[src/verilog/sleep_regs.svh]
// Address map, field positions and reset values for the sleep and loopback block
`ifndef SLEEP_REGS_SVH
`define SLEEP_REGS_SVH

`define NUM_CHAN        8
`define CHAN_WIN_BITS   4
`define CFG_WIN_BASE    4'h8
`define ADDR_SUMMARY    8'h80
`define ADDR_SLEEP_EN   8'h8b
`define OFF_TX_HOLD     4'h0
`define OFF_INT_STATUS  4'h2
`define OFF_MODEM_CTRL  4'h4
`define LOOP_BIT        4
`define ISR_IDLE_BIT    0
`define SLEEP_EN_RST    8'h00
`define SLEEP_EN_ALL    8'hff
`define LOOP_EN_RST     8'h00
`define RDATA_RST       8'h00

`endif

[src/verilog/sleep_pkg.sv]
// Types shared by the sleep and loopback block
package sleep_pkg;

  typedef enum logic [2:0] {
    ST_RUN   = 3'b001,
    ST_SLEEP = 3'b010,
    ST_WAKE  = 3'b100
  } sleep_state_t;

  typedef struct packed {
    logic [7:0]   rx_s1;
    logic [7:0]   rx_s2;
    logic [31:0]  mdm_s1;
    logic [31:0]  mdm_s2;
    logic [31:0]  mdm_snap;
    logic [2:0]   bus_s1;
    logic [2:0]   bus_s2;
    logic [1:0]   act_q;
    logic [7:0]   addr_s1;
    logic [7:0]   addr_s2;
    logic [7:0]   data_s1;
    logic [7:0]   data_s2;
    logic [7:0]   sleep_en;
    logic [7:0]   loop_en;
    logic [7:0]   rdata;
    logic [7:0]   tx_q;
    logic [7:0]   rts_q;
    logic [7:0]   dtr_q;
    logic         wake_irq;
    sleep_state_t state;
  } sleep_regs_t;

endpackage

[src/verilog/addr_decode.sv]
// Splits the 8-bit host address into channel windows and the configuration window
`include "sleep_regs.svh"

module addr_decode (
  input  wire logic [7:0] addr_in,
  output logic      [7:0] chan_sel_out,
  output logic            cfg_hit_out,
  output logic      [3:0] reg_off_out
);

  // ******************************************************************
  // Window decode
  // ******************************************************************

  function automatic logic is_cfg(input logic [7:0] a);
    is_cfg = (a[7:`CHAN_WIN_BITS] == `CFG_WIN_BASE);
  endfunction

  function automatic logic [7:0] chan_onehot(input logic [7:0] a);
    chan_onehot = 8'h00;
    if (a[7] == 1'b0)
    begin
      chan_onehot[a[6:4]] = 1'b1;
    end
  endfunction

  always_comb
  begin
    chan_sel_out = chan_onehot(addr_in);
    cfg_hit_out  = is_cfg(addr_in);
    reg_off_out  = addr_in[3:0];
  end

endmodule

[src/verilog/octal_uart_sleep.sv]
// Global sleep, wake-up, loopback routing and address decode of the octal UART
//
// Summary of operation
// Sleep only when no channel has interrupt pending
// Sleep only when sleep enable equals all ones
// Sleep only when all modem deltas are zero
// Sleep only when all receive inputs idle high
// Oscillator stopped while asleep
// Start bit on any receive input wakes
// Host transmit holding write wakes device
// Any modem input level change wakes device
// Every wake-up raises a host interrupt
// Wake interrupt cleared by interrupt status read
// Re-enter sleep once conditions hold again
// Host reads modem status to clear deltas
// Writing zero to sleep enable disarms sleep
// Modem control bit 4 selects channel loopback
// Loopback feeds transmit output into receiver
// Loopback: pins idle high, modem inputs ignored
// Eight-bit address, 256-byte register space
// Channel n owns sixteen bytes at n*0x10
// First eight channel registers are legacy layout
// Configuration registers at top, reached directly
// Sleep enable register holds one bit per channel
// Wake interrupt only after all channels slept
// Wake detection restarts oscillator without clock
`include "sleep_regs.svh"

module octal_uart_sleep (
  input  wire logic        mclk_in,
  input  wire logic        arst_n_in,
  // Host parallel bus
  input  wire logic [7:0]  addr_in,
  input  wire logic [7:0]  data_in,
  output logic      [7:0]  data_out,
  output logic             data_oe_out,
  input  wire logic        cs_n_in,
  input  wire logic        rd_n_in,
  input  wire logic        wr_n_in,
  output logic             irq_out,
  // Serial and modem pins, bit n is channel n
  input  wire logic [7:0]  rx_in,
  input  wire logic [7:0]  cts_n_in,
  input  wire logic [7:0]  dsr_n_in,
  input  wire logic [7:0]  cd_n_in,
  input  wire logic [7:0]  ri_n_in,
  output logic      [7:0]  tx_out,
  output logic      [7:0]  rts_n_out,
  output logic      [7:0]  dtr_n_out,
  output logic             osc_enable_out,
  // Channel cores
  input  wire logic [7:0]  chan_isr_idle_in,
  input  wire logic [31:0] chan_msr_delta_in,
  input  wire logic [7:0]  chan_rdata_in,
  input  wire logic [7:0]  chan_tx_in,
  input  wire logic [7:0]  chan_rts_n_in,
  input  wire logic [7:0]  chan_dtr_n_in,
  output logic      [7:0]  chan_sel_out,
  output logic      [3:0]  chan_reg_off_out,
  output logic      [7:0]  chan_wdata_out,
  output logic             chan_wr_out,
  output logic             chan_rd_out,
  output logic      [7:0]  chan_rx_out,
  output logic      [31:0] chan_modem_n_out,
  output logic             sleeping_out
);

  // ******************************************************************
  // Reset release
  // ******************************************************************

  logic [1:0] rst_sync_reg;
  logic       rst_n;

  always_ff @(posedge mclk_in or negedge arst_n_in)
  begin
    if (!arst_n_in)
    begin
      rst_sync_reg <= 2'b00;
    end
    else
    begin
      rst_sync_reg <= {rst_sync_reg[0], 1'b1};
    end
  end

  assign rst_n = rst_sync_reg[1];

  // ******************************************************************
  // Address decode
  // ******************************************************************

  sleep_pkg::sleep_regs_t st_reg;
  sleep_pkg::sleep_regs_t st_next;

  logic [7:0] dec_chan;
  logic       dec_cfg;
  logic [3:0] dec_off;

  addr_decode u_decode (
    .addr_in      (st_reg.addr_s2),
    .chan_sel_out (dec_chan),
    .cfg_hit_out  (dec_cfg),
    .reg_off_out  (dec_off)
  );

  // ******************************************************************
  // Bus strobes and wake terms
  // ******************************************************************

  logic        rd_act;
  logic        wr_act;
  logic        rd_evt;
  logic        wr_evt;
  logic        chan_hit;
  logic        enter_ok;
  logic        wake_seen;
  logic [31:0] mdm_raw;
  logic [31:0] loop_mask;

  function automatic logic [31:0] spread4(input logic [7:0] m);
    spread4 = {m, m, m, m};
  endfunction

  always_comb
  begin
    // bus_s2 = {cs_n, rd_n, wr_n}
    rd_act   = ~st_reg.bus_s2[2] & ~st_reg.bus_s2[1];
    wr_act   = ~st_reg.bus_s2[2] & ~st_reg.bus_s2[0];
    // Reads act on the leading edge, writes on the trailing edge
    rd_evt   = rd_act & ~st_reg.act_q[1];
    wr_evt   = ~wr_act & st_reg.act_q[0];
    chan_hit = |dec_chan;
    mdm_raw  = {ri_n_in, cd_n_in, dsr_n_in, cts_n_in};
    loop_mask = spread4(st_reg.loop_en);
    enter_ok = (&chan_isr_idle_in)
             & (st_reg.sleep_en == `SLEEP_EN_ALL)
             & ~(|chan_msr_delta_in)
             & (&st_reg.rx_s2)
             & ~st_reg.wake_irq
             & ~wr_act
             & ~rd_act;
    wake_seen = ~(&st_reg.rx_s2)
              | ((st_reg.mdm_s2 & ~loop_mask)
                 != (st_reg.mdm_snap & ~loop_mask))
              | (wr_evt & chan_hit & (dec_off == `OFF_TX_HOLD))
              | (st_reg.sleep_en != `SLEEP_EN_ALL);
  end

  // ******************************************************************
  // Next state
  // ******************************************************************

  always_comb
  begin
    st_next = st_reg;

    st_next.rx_s1   = rx_in;
    st_next.rx_s2   = st_reg.rx_s1;
    st_next.mdm_s1  = mdm_raw;
    st_next.mdm_s2  = st_reg.mdm_s1;
    st_next.bus_s1  = {cs_n_in, rd_n_in, wr_n_in};
    st_next.bus_s2  = st_reg.bus_s1;
    st_next.act_q   = {rd_act, wr_act};
    st_next.addr_s1 = addr_in;
    st_next.addr_s2 = st_reg.addr_s1;
    st_next.data_s1 = data_in;
    st_next.data_s2 = st_reg.data_s1;

    // Configuration window writes
    if (wr_evt && dec_cfg && (st_reg.addr_s2 == `ADDR_SLEEP_EN))
    begin
      st_next.sleep_en = st_reg.data_s2;
    end

    // Shadow of each channel's loopback bit, the channel core keeps the rest
    if (wr_evt && chan_hit && (dec_off == `OFF_MODEM_CTRL))
    begin
      for (int i = 0; i < `NUM_CHAN; i++)
      begin
        if (dec_chan[i])
        begin
          st_next.loop_en[i] = st_reg.data_s2[`LOOP_BIT];
        end
      end
    end

    // Read data is latched at the leading edge and held for the strobe
    if (rd_evt)
    begin
      if (dec_cfg)
      begin
        case (st_reg.addr_s2)
          `ADDR_SUMMARY:  st_next.rdata = ~chan_isr_idle_in;
          `ADDR_SLEEP_EN: st_next.rdata = st_reg.sleep_en;
          default:        st_next.rdata = `RDATA_RST;
        endcase
      end
      else
      begin
        st_next.rdata = chan_rdata_in;
      end
      if (chan_hit && (dec_off == `OFF_INT_STATUS))
      begin
        st_next.wake_irq = 1'b0;
      end
    end

    // Loopback: pins idle inactive, receiver sees own transmitter
    st_next.tx_q  = chan_tx_in | st_reg.loop_en;
    st_next.rts_q = chan_rts_n_in | st_reg.loop_en;
    st_next.dtr_q = chan_dtr_n_in | st_reg.loop_en;

    case (st_reg.state)
      sleep_pkg::ST_RUN:
      begin
        if (enter_ok)
        begin
          st_next.state    = sleep_pkg::ST_SLEEP;
          st_next.mdm_snap = st_reg.mdm_s2;
        end
      end
      sleep_pkg::ST_SLEEP:
      begin
        if (wake_seen)
        begin
          st_next.state = sleep_pkg::ST_WAKE;
        end
      end
      sleep_pkg::ST_WAKE:
      begin
        // Set after any clear above so a coincident INTERRUPT_STATUS_REG read cannot lose it
        st_next.wake_irq = 1'b1;
        st_next.state    = sleep_pkg::ST_RUN;
      end
      default:
      begin
        st_next.state = sleep_pkg::ST_RUN;
      end
    endcase
  end

  // ******************************************************************
  // State register
  // ******************************************************************

  always_ff @(posedge mclk_in or negedge rst_n)
  begin
    if (!rst_n)
    begin
      st_reg          <= '0;
      st_reg.rx_s1    <= 8'hff;
      st_reg.rx_s2    <= 8'hff;
      st_reg.bus_s1   <= 3'h7;
      st_reg.bus_s2   <= 3'h7;
      st_reg.tx_q     <= 8'hff;
      st_reg.rts_q    <= 8'hff;
      st_reg.dtr_q    <= 8'hff;
      st_reg.sleep_en <= `SLEEP_EN_RST;
      st_reg.loop_en  <= `LOOP_EN_RST;
      st_reg.rdata    <= `RDATA_RST;
      st_reg.state    <= sleep_pkg::ST_RUN;
    end
    else
    begin
      st_reg <= st_next;
    end
  end

  // ******************************************************************
  // Outputs
  // ******************************************************************

  // The oscillator gate must react while the clock is stopped, so the
  // raw pins are looked at here; a glitch only costs a brief restart.
  assign osc_enable_out = ~st_reg.state[1]
                        | ~(&rx_in)
                        | ((mdm_raw & ~loop_mask) != (st_reg.mdm_snap & ~loop_mask))
                        | (~cs_n_in & ~wr_n_in);

  assign sleeping_out     = st_reg.state[1];
  assign data_out         = st_reg.rdata;
  assign data_oe_out      = rd_act;
  assign irq_out          = st_reg.wake_irq | ~(&chan_isr_idle_in);
  assign tx_out           = st_reg.tx_q;
  assign rts_n_out        = st_reg.rts_q;
  assign dtr_n_out        = st_reg.dtr_q;
  assign chan_sel_out     = dec_chan;
  assign chan_reg_off_out = dec_off;
  assign chan_wdata_out   = st_reg.data_s2;
  assign chan_wr_out      = wr_evt & chan_hit;
  assign chan_rd_out      = rd_evt & chan_hit;
  assign chan_rx_out      = (st_reg.rx_s2 & ~st_reg.loop_en)
                          | (chan_tx_in & st_reg.loop_en);
  assign chan_modem_n_out = st_reg.mdm_s2 | loop_mask;

endmodule

[config.mk]
export PLATFORM = sky130hd
export DESIGN_NAME = octal_uart_sleep
export DESIGN_NICKNAME = d
export VERILOG_FILES = /design/src/verilog/sleep_pkg.sv /design/src/verilog/addr_decode.sv /design/src/verilog/octal_uart_sleep.sv
export VERILOG_INCLUDE_DIRS = /design/src /design/src/verilog
export SDC_FILE = /design/constraint.sdc
export NUM_CORES = 1
export LEC_CHECK = 0
export BUFFER_PORTS_ARGS = -buffer_cell sky130_fd_sc_hd__buf_4
export CAP_MARGIN = 20
export CORE_MARGIN = 4
export CORE_UTILIZATION = 30
export CTS_CLUSTER_DIAMETER = 120
export DETAILED_ROUTE_END_ITERATION = 10
export HOLD_SLACK_MARGIN = 0.12
export PLACE_DENSITY_LB_ADDON = 0.1
export SLEW_MARGIN = 5
export SYNTH_ARGS = -nofsm -noshare
export SYNTH_HDL_FRONTEND = slang
export SYNTH_HIERARCHICAL = 1
export SYNTH_SLANG_ARGS = --single-unit
[constraint.sdc]
create_clock -name mclk_in -period 9.6 [get_ports mclk_in]
set_clock_uncertainty 0.15 [all_clocks]
set_input_delay 0.48 -clock mclk_in [delete_from_list [all_inputs] [get_ports mclk_in]]
set_output_delay 0.48 -clock mclk_in [all_outputs]
set_load 0.005 [all_outputs]
* Word-level counts from Yosys, hierarchy flattened
Cells that the tools add are included.
Cells by class: magnitude comparators 2, equal/unequal tests 14, mux-type cells 11, bitwise operators 48, reduce and logical (&&, ||, !) cells 25
Operators with widths (count):
- bitwise AND 32 bit | 3
- != test 32 bit | 2
- NOT 32 bit | 1
- bitwise OR 32 bit | 1
- bitwise OR 8 bit | 4
- OR reduction 32 bit | 1
- equality test 8 bit (second input constant) | 3
- AND reduction 8 bit | 3
- AND reduction 2 bit | 11
- bitwise AND 8 bit | 2
- 2-to-1 mux 8 bit | 2
- NOT 8 bit | 2
- case mux 8 bit (2 select lines) | 1
- bitwise AND 1 bit | 14
- NOT 1 bit | 14
- != test 8 bit (second input constant) | 1
- OR reduction 8 bit | 1
- bitwise OR 1 bit | 7
- logical AND 1 bit | 6
- 2-to-1 mux 3 bit | 2
- case mux 3 bit (2 select lines) | 1
- equality test 4 x 2 -> 1 bit (second input constant) | 1
- equality test 4 x 3 -> 1 bit (second input constant) | 1
- equality test 4 bit (second input constant) | 1
- 10 further kinds | 15
Storage, ports and cells: register bits 206, input bits 133, output and inout port bits 98, logic and storage cells 128

* Depth between registers and ports, before layout
depth after elaboration 12, depth in mapped cells 7, mapped depth without buffers 6

* Hierarchy
The synthesis kept the hierarchy.
By module, submodules not included:
- octal_uart_sleep | times used 1, cells an instance 590, area each 7978.9 sq um, seq. area each 5213.8 sq um
- addr_decode | times used 1, cells an instance 13, area each 120.1 sq um, seq. area each 0.0 sq um

* Worst setup path after synthesis
OpenSTA, ideal clock, no wires.
kind flip-flop to flip-flop, start register st_reg[73] (netlist bit), end register st_reg[2] (netlist bit), library setup time 119 ps, arrival time 2168 ps, data required time 9331 ps, path slack 7164 ps, stages on the path, launching flop included 7, buffers on the path 0, clock period less this slack 2436 ps, cell sequence dfrtp_1 > and4bb_2 > or4_4 > o21ai_2 > nor3_1 > or4_4 > o21ba_1
Between the ends: cells in the longest elaborated chain, start to end 12, elaborated cells on any way between the ends 13, those cells by class order compare (2); eq/ne (1); mux (3); bitwise (4); reduce/logical (3)
Ends and longest elaborated chain:
- from (decl) | line octal_uart_sleep.sv:93 | sleep_pkg::sleep_regs_t st_reg;
- from (signal assigned) | line octal_uart_sleep.sv:266 | st_reg <= st_next;
- < comparator 3 x 4 -> 1 bit (implied by the code) / greater-or-equal comparator 3 x 1 -> 1 bit (equally long branches) | line addr_decode.sv:23 | chan_onehot[a[6:4]] = 1'b1;
- logical AND 1 bit (implied by the code) | line addr_decode.sv:23
- 2-to-1 mux 1 bit (implied by the code) | line addr_decode.sv:23
- demux 1 bit (select 3 bit) *
- 2-to-1 mux 8 bit * | line addr_decode.sv:21 | if (a[7] == 1'b0)
- named net chan_sel_out[5] | line octal_uart_sleep.sv:58 | output logic [7:0] chan_sel_out,
- OR reduction 8 bit * | line octal_uart_sleep.sv:133 | chan_hit = |dec_chan;
- bitwise AND 1 bit * (2 in a row) | line octal_uart_sleep.sv:146 | | (wr_evt & chan_hit & (dec_off == `OFF_TX_HOLD))
- bitwise OR 1 bit * (2 in a row) | line octal_uart_sleep.sv:143 | wake_seen = ~(&st_reg.rx_s2)
- != test 2 bit (no line) *
- AND reduction 2 bit (no line) *
Mark *: on every way through the listed nets, which the timed path passes. The rest lies on a longest branch. A chain may end at the register's enable or synchronous reset.

* Worst setup path in the final report
start register st_reg, in the netlist loop_mask[5], end output osc_enable_out
Between the ends: cells in the longest elaborated chain, start to end 5, elaborated cells on any way between the ends 6, those cells by class eq/ne (1); bitwise (5)
Ends and longest elaborated chain:
- NOT 32 bit * | line octal_uart_sleep.sv:278 | | ((mdm_raw & ~loop_mask) != (st_reg.mdm_snap & ~loop_mask))
- bitwise AND 32 bit | line octal_uart_sleep.sv:278
- != test 32 bit * | line octal_uart_sleep.sv:278
- bitwise OR 1 bit * | line octal_uart_sleep.sv:278
- bitwise OR 1 bit * | line octal_uart_sleep.sv:279 | | (~cs_n_in & ~wr_n_in);
- to (decl) | line octal_uart_sleep.sv:50 | output logic osc_enable_out,
Mark *: on every way between the ends. The rest lies on a longest branch, timed or not.

==> run summary <==
The fraction of layout cells with a size suffix above 1 is 0.4792. The logs give 510 ps for the clock latency on the worst-skew pair and 0 for the number of maximum-capacitance constraint violations. Deepest level of the CTS H-tree: 1.

The run finished with clean final reports. The final hold slack is 190.1 ps. The die covers 29,690 µm².

For the worst setup path, the data required time is 8970 ps. The tools report the initial core utilization as 0.3082. STA classifies the critical path endpoint as a primary output. The longest clock path from root to sink contains 3 buffers.

The register with the most flip-flops in the layout has 96 of them. The smallest clock period supported by the final layout is computed as 3402 ps. Leaving out fill and tap cells, the most frequent cell in the layout is buf_4.

Summing all multi-input logic gate instances after layout gives 2462 µm². For the post-synthesis instance area, the log shows 8099 µm². The sum of negative setup slack is 0 ps. The utilization of the core after routing is 0.4422.

231 I/O pins were placed. The wire length reported by the detailed router came out at 22,670 µm. The sequential fraction of the synthesis area is 0.6438, and the slew of the pin with the lowest slew margin is 937.7 ps. For the register-to-register path setup slack, the log shows 6660 ps. Total power for the finished layout comes to 0.002013 W.

Main flop type after synthesis: dfrtp_1. The tools report the number of global-route vias before repair as 5,969. The cell count after synthesis came out at 603. The signal arrival time at the worst endpoint is 2770 ps, and the detailed-placement wirelength estimate is 16,620 µm.

For this run the aggregate overflow at the end of global routing stands at 0. The tools report the worst flop-to-flop path startpoint as st_reg[195]$_DFF_PN1_. The filler cells instantiated in the layout total 2,473. In this run the remaining antenna-violating nets after routing total 0. The worst setup path is of the flop to primary output kind. The all-layer global routing usage came out at 0.1479. Power spread over the standard cell area amounts to 173.3 nW/µm². A synthesized cell averages 13.43 µm². Along the worst hold path, the cell count comes to 0. In this run the vertical extent of the chip is 172.3 µm. The tools report the hold path startpoint as st_next[59]$_DFF_PN0_. The top cell type by total area after synthesis is dfrtp_1.

The share of the cycle needed by the critical path after routing came out at 0.3544. The logs give 0 for the initial antenna violation count and 0 for the final setup violation count. The count of buffers added on input and output ports is 230. The synthesized flop and latch total was 206. The worst hold path belongs to the class flop to flop. Routability-driven placement finished with a final weighted congestion of 0.7566. The headroom to the max-slew limit is 0.3748. The logs give 0 for the DRC violations left and 736 for the synthesized net count. The largest individual stage delay along the critical path comes from the cell dfrtp_1.

The signal on the critical path passes through nor2_1, a2111oi_0, o21ai_0, or4_1, buf_4. The tools report the count of TritonRoute iterations in the first routing pass as 4. In this design, the stage delay of the slowest critical-path cell is 670 ps. The run gives 268 as the detailed router's first-iteration violation count.

In the routed layout, each cell is associated on average with a via count of 4.434. Compared with the post-synthesis result, the final layout area differs by 43.49%. The tools report the distinct cell type count after synthesis as 41.

After clock tree synthesis, the clock-pin slew on the worst setup and hold paths is 60 ps. The final hold violation count came out at 0. In the layout the commonest cells are buf_4 (233), dfrtp_1 (158), dlygate4sd3_1 (93). The tools report the total clock sinks as 206. Row generation in the floorplan step produced 59 rows. The async set-or-reset flop fraction in the synthesized netlist works out to 1.000. The tools report the final number of max-transition violations as 0. The endpoint with the worst hold slack was chan_wdata_out[7]$_DFF_PN0_.

The setup fix buffers added after clock tree synthesis is 0. Counting the buffers created by CTS gives 24. For this run, the number of Yosys warnings is 6. Summing over every cut layer, the via total after detailed routing is 5,547. The worst register-to-register path ends at st_reg[100]$_DFFE_PN0P_.

The number of nets at the end of the flow was 1,031; the largest fanout of any net on the critical path was 14. The standby leakage power is 5.347 nW. In the final layout, flip-flops and latches occupy 5218 µm². Counting flops with a built-in enable in the synthesized netlist gives 0. Setup repair after global routing left no endpoint under its margin.

CTS placed an instance of clkbuf_16 at the clock tree root. The largest net degree at the start of global routing came out at 72. The floorplan step defined a core boundary enclosing 26,280 µm². The tools report the category of the worst setup path launch point as a flop. From left edge to right edge, the die measures 172.3 µm.

In the post-synthesis netlist, the biggest area contributors are dfrtp_1 (49%), dfstp_2 (15%), mux2_2 (7.8%). The path depth of the worst reg2reg path was 4. Static timing analysis puts the maximum clock frequency at 0.2939 GHz. TritonCTS built the clock tree. The worst-case IR drop observed on VDD is 0.1358 mV. The share of the synthesized area in the top cell type came out at 0.4913.

Dividing the detail-routed wire length by the instance count gives 18.12 µm. The wire length of the first global-routing pass was 33,680 µm.
-- worst max path at each step --
stage                         startpoint                     endpoint  cells after the start
3_3_place_gp        st_reg[72]$_DFF_PN0_       st_reg[51]$_DFFE_PN0P_                      5
2_1_floorplan  rst_sync_reg[1]$_DFF_PN0_  chan_wdata_out[0]$_DFF_PN0_                      0
6_report        loop_mask[5]$_DFFE_PN0P_               osc_enable_out                      5
4_1_cts         loop_mask[5]$_DFFE_PN0P_               osc_enable_out                      5
3_5_place_dp       st_reg[195]$_DFF_PN1_      st_reg[112]$_DFFE_PN0P_                      4
5_1_grt         loop_mask[5]$_DFFE_PN0P_               osc_enable_out                      5
-- cell families after synthesis --
| kind of cell | Yosys count | share of synthesized area |
|---|---|---|
| mux | 56 | 0.07786 |
| buf+inv | 69 | 0.05299 |
| flops | 206 | 0.6438 |
| compound gates | 48 | 0.04341 |
| other cells | 1 | 0.0004630 |
| xor+xnor | 46 | 0.04975 |
| simple gates | 177 | 0.1318 |
-- worst max-delay path: cells and delay by family (launching register included) --
kind | cells | cell delay, ps
AND/OR/NAND/NOR | 2 | 760
buffers and inverters | 1 | 170
flip-flops | 1 | 670
AO/OA/AOI/OAI | 2 | 670
-- cell usage after synthesis, types with 10 or more instances --
master	count
clkbuf_1	10
dfrtp_1	159
nand2_1	11
a31oi_1	14
mux2_2	56
nor2_1	25
dfstp_2	47
buf_4	44
nor4_1	18
xnor2_1	21
inv_1	11
xor2_1	25
nand2b_1	29
or2_2	54
-- area by class of cell --
type	instances	area share
diodes	2	0.0004307
clock buffers	32	0.05868
clock inverters	10	0.008936
inverters	11	0.003553
multi-input cells	328	0.2119
flip-flops and latches	206	0.4490
well taps	335	0.03607
repair buffers	327	0.2315
-- power breakdown --
| group | internal (W) | switching [W] |
|---|---|---|
| clock network | 0.000550 | 0.000344 |
| registers | 0.000914 | 0.0000286 |
| logic | 0.000112 | 0.0000655 |
| total | 0.00158 | 0.000438 |
-- what timing repair did --
item	4_1_cts	5_1_grt
setup endpoints to repair	0	0
resized for setup	0	0
endpoints found under the hold margin	93	0
hold buffers	93	0
-- stage by stage --
step                      instance area [µm²]  worst slack, ps  instances
after floorplan                          8099             3367        603
after global placement                   9889             6467       1113
after detailed placement                 9899             6508       1114
after CTS                               11620             6153       1249
after global routing                    11620             6004       1249
final                                   11620             6198       1251
-- layer usage --
| layer | vias up | share of wire | GRT usage |
|---|---|---|---|
| met4 | 0 | 0.021 | 0.04033 |
| li1 | 2632 | - | - |
| met3 | 36 | 0.071 | 0.03429 |
| met1 | 2717 | 0.43 | 0.2007 |
| met2 | 162 | 0.48 | 0.2396 |
| met5 | - | 0 | 0 |
(Power assumes the default switching activity.)
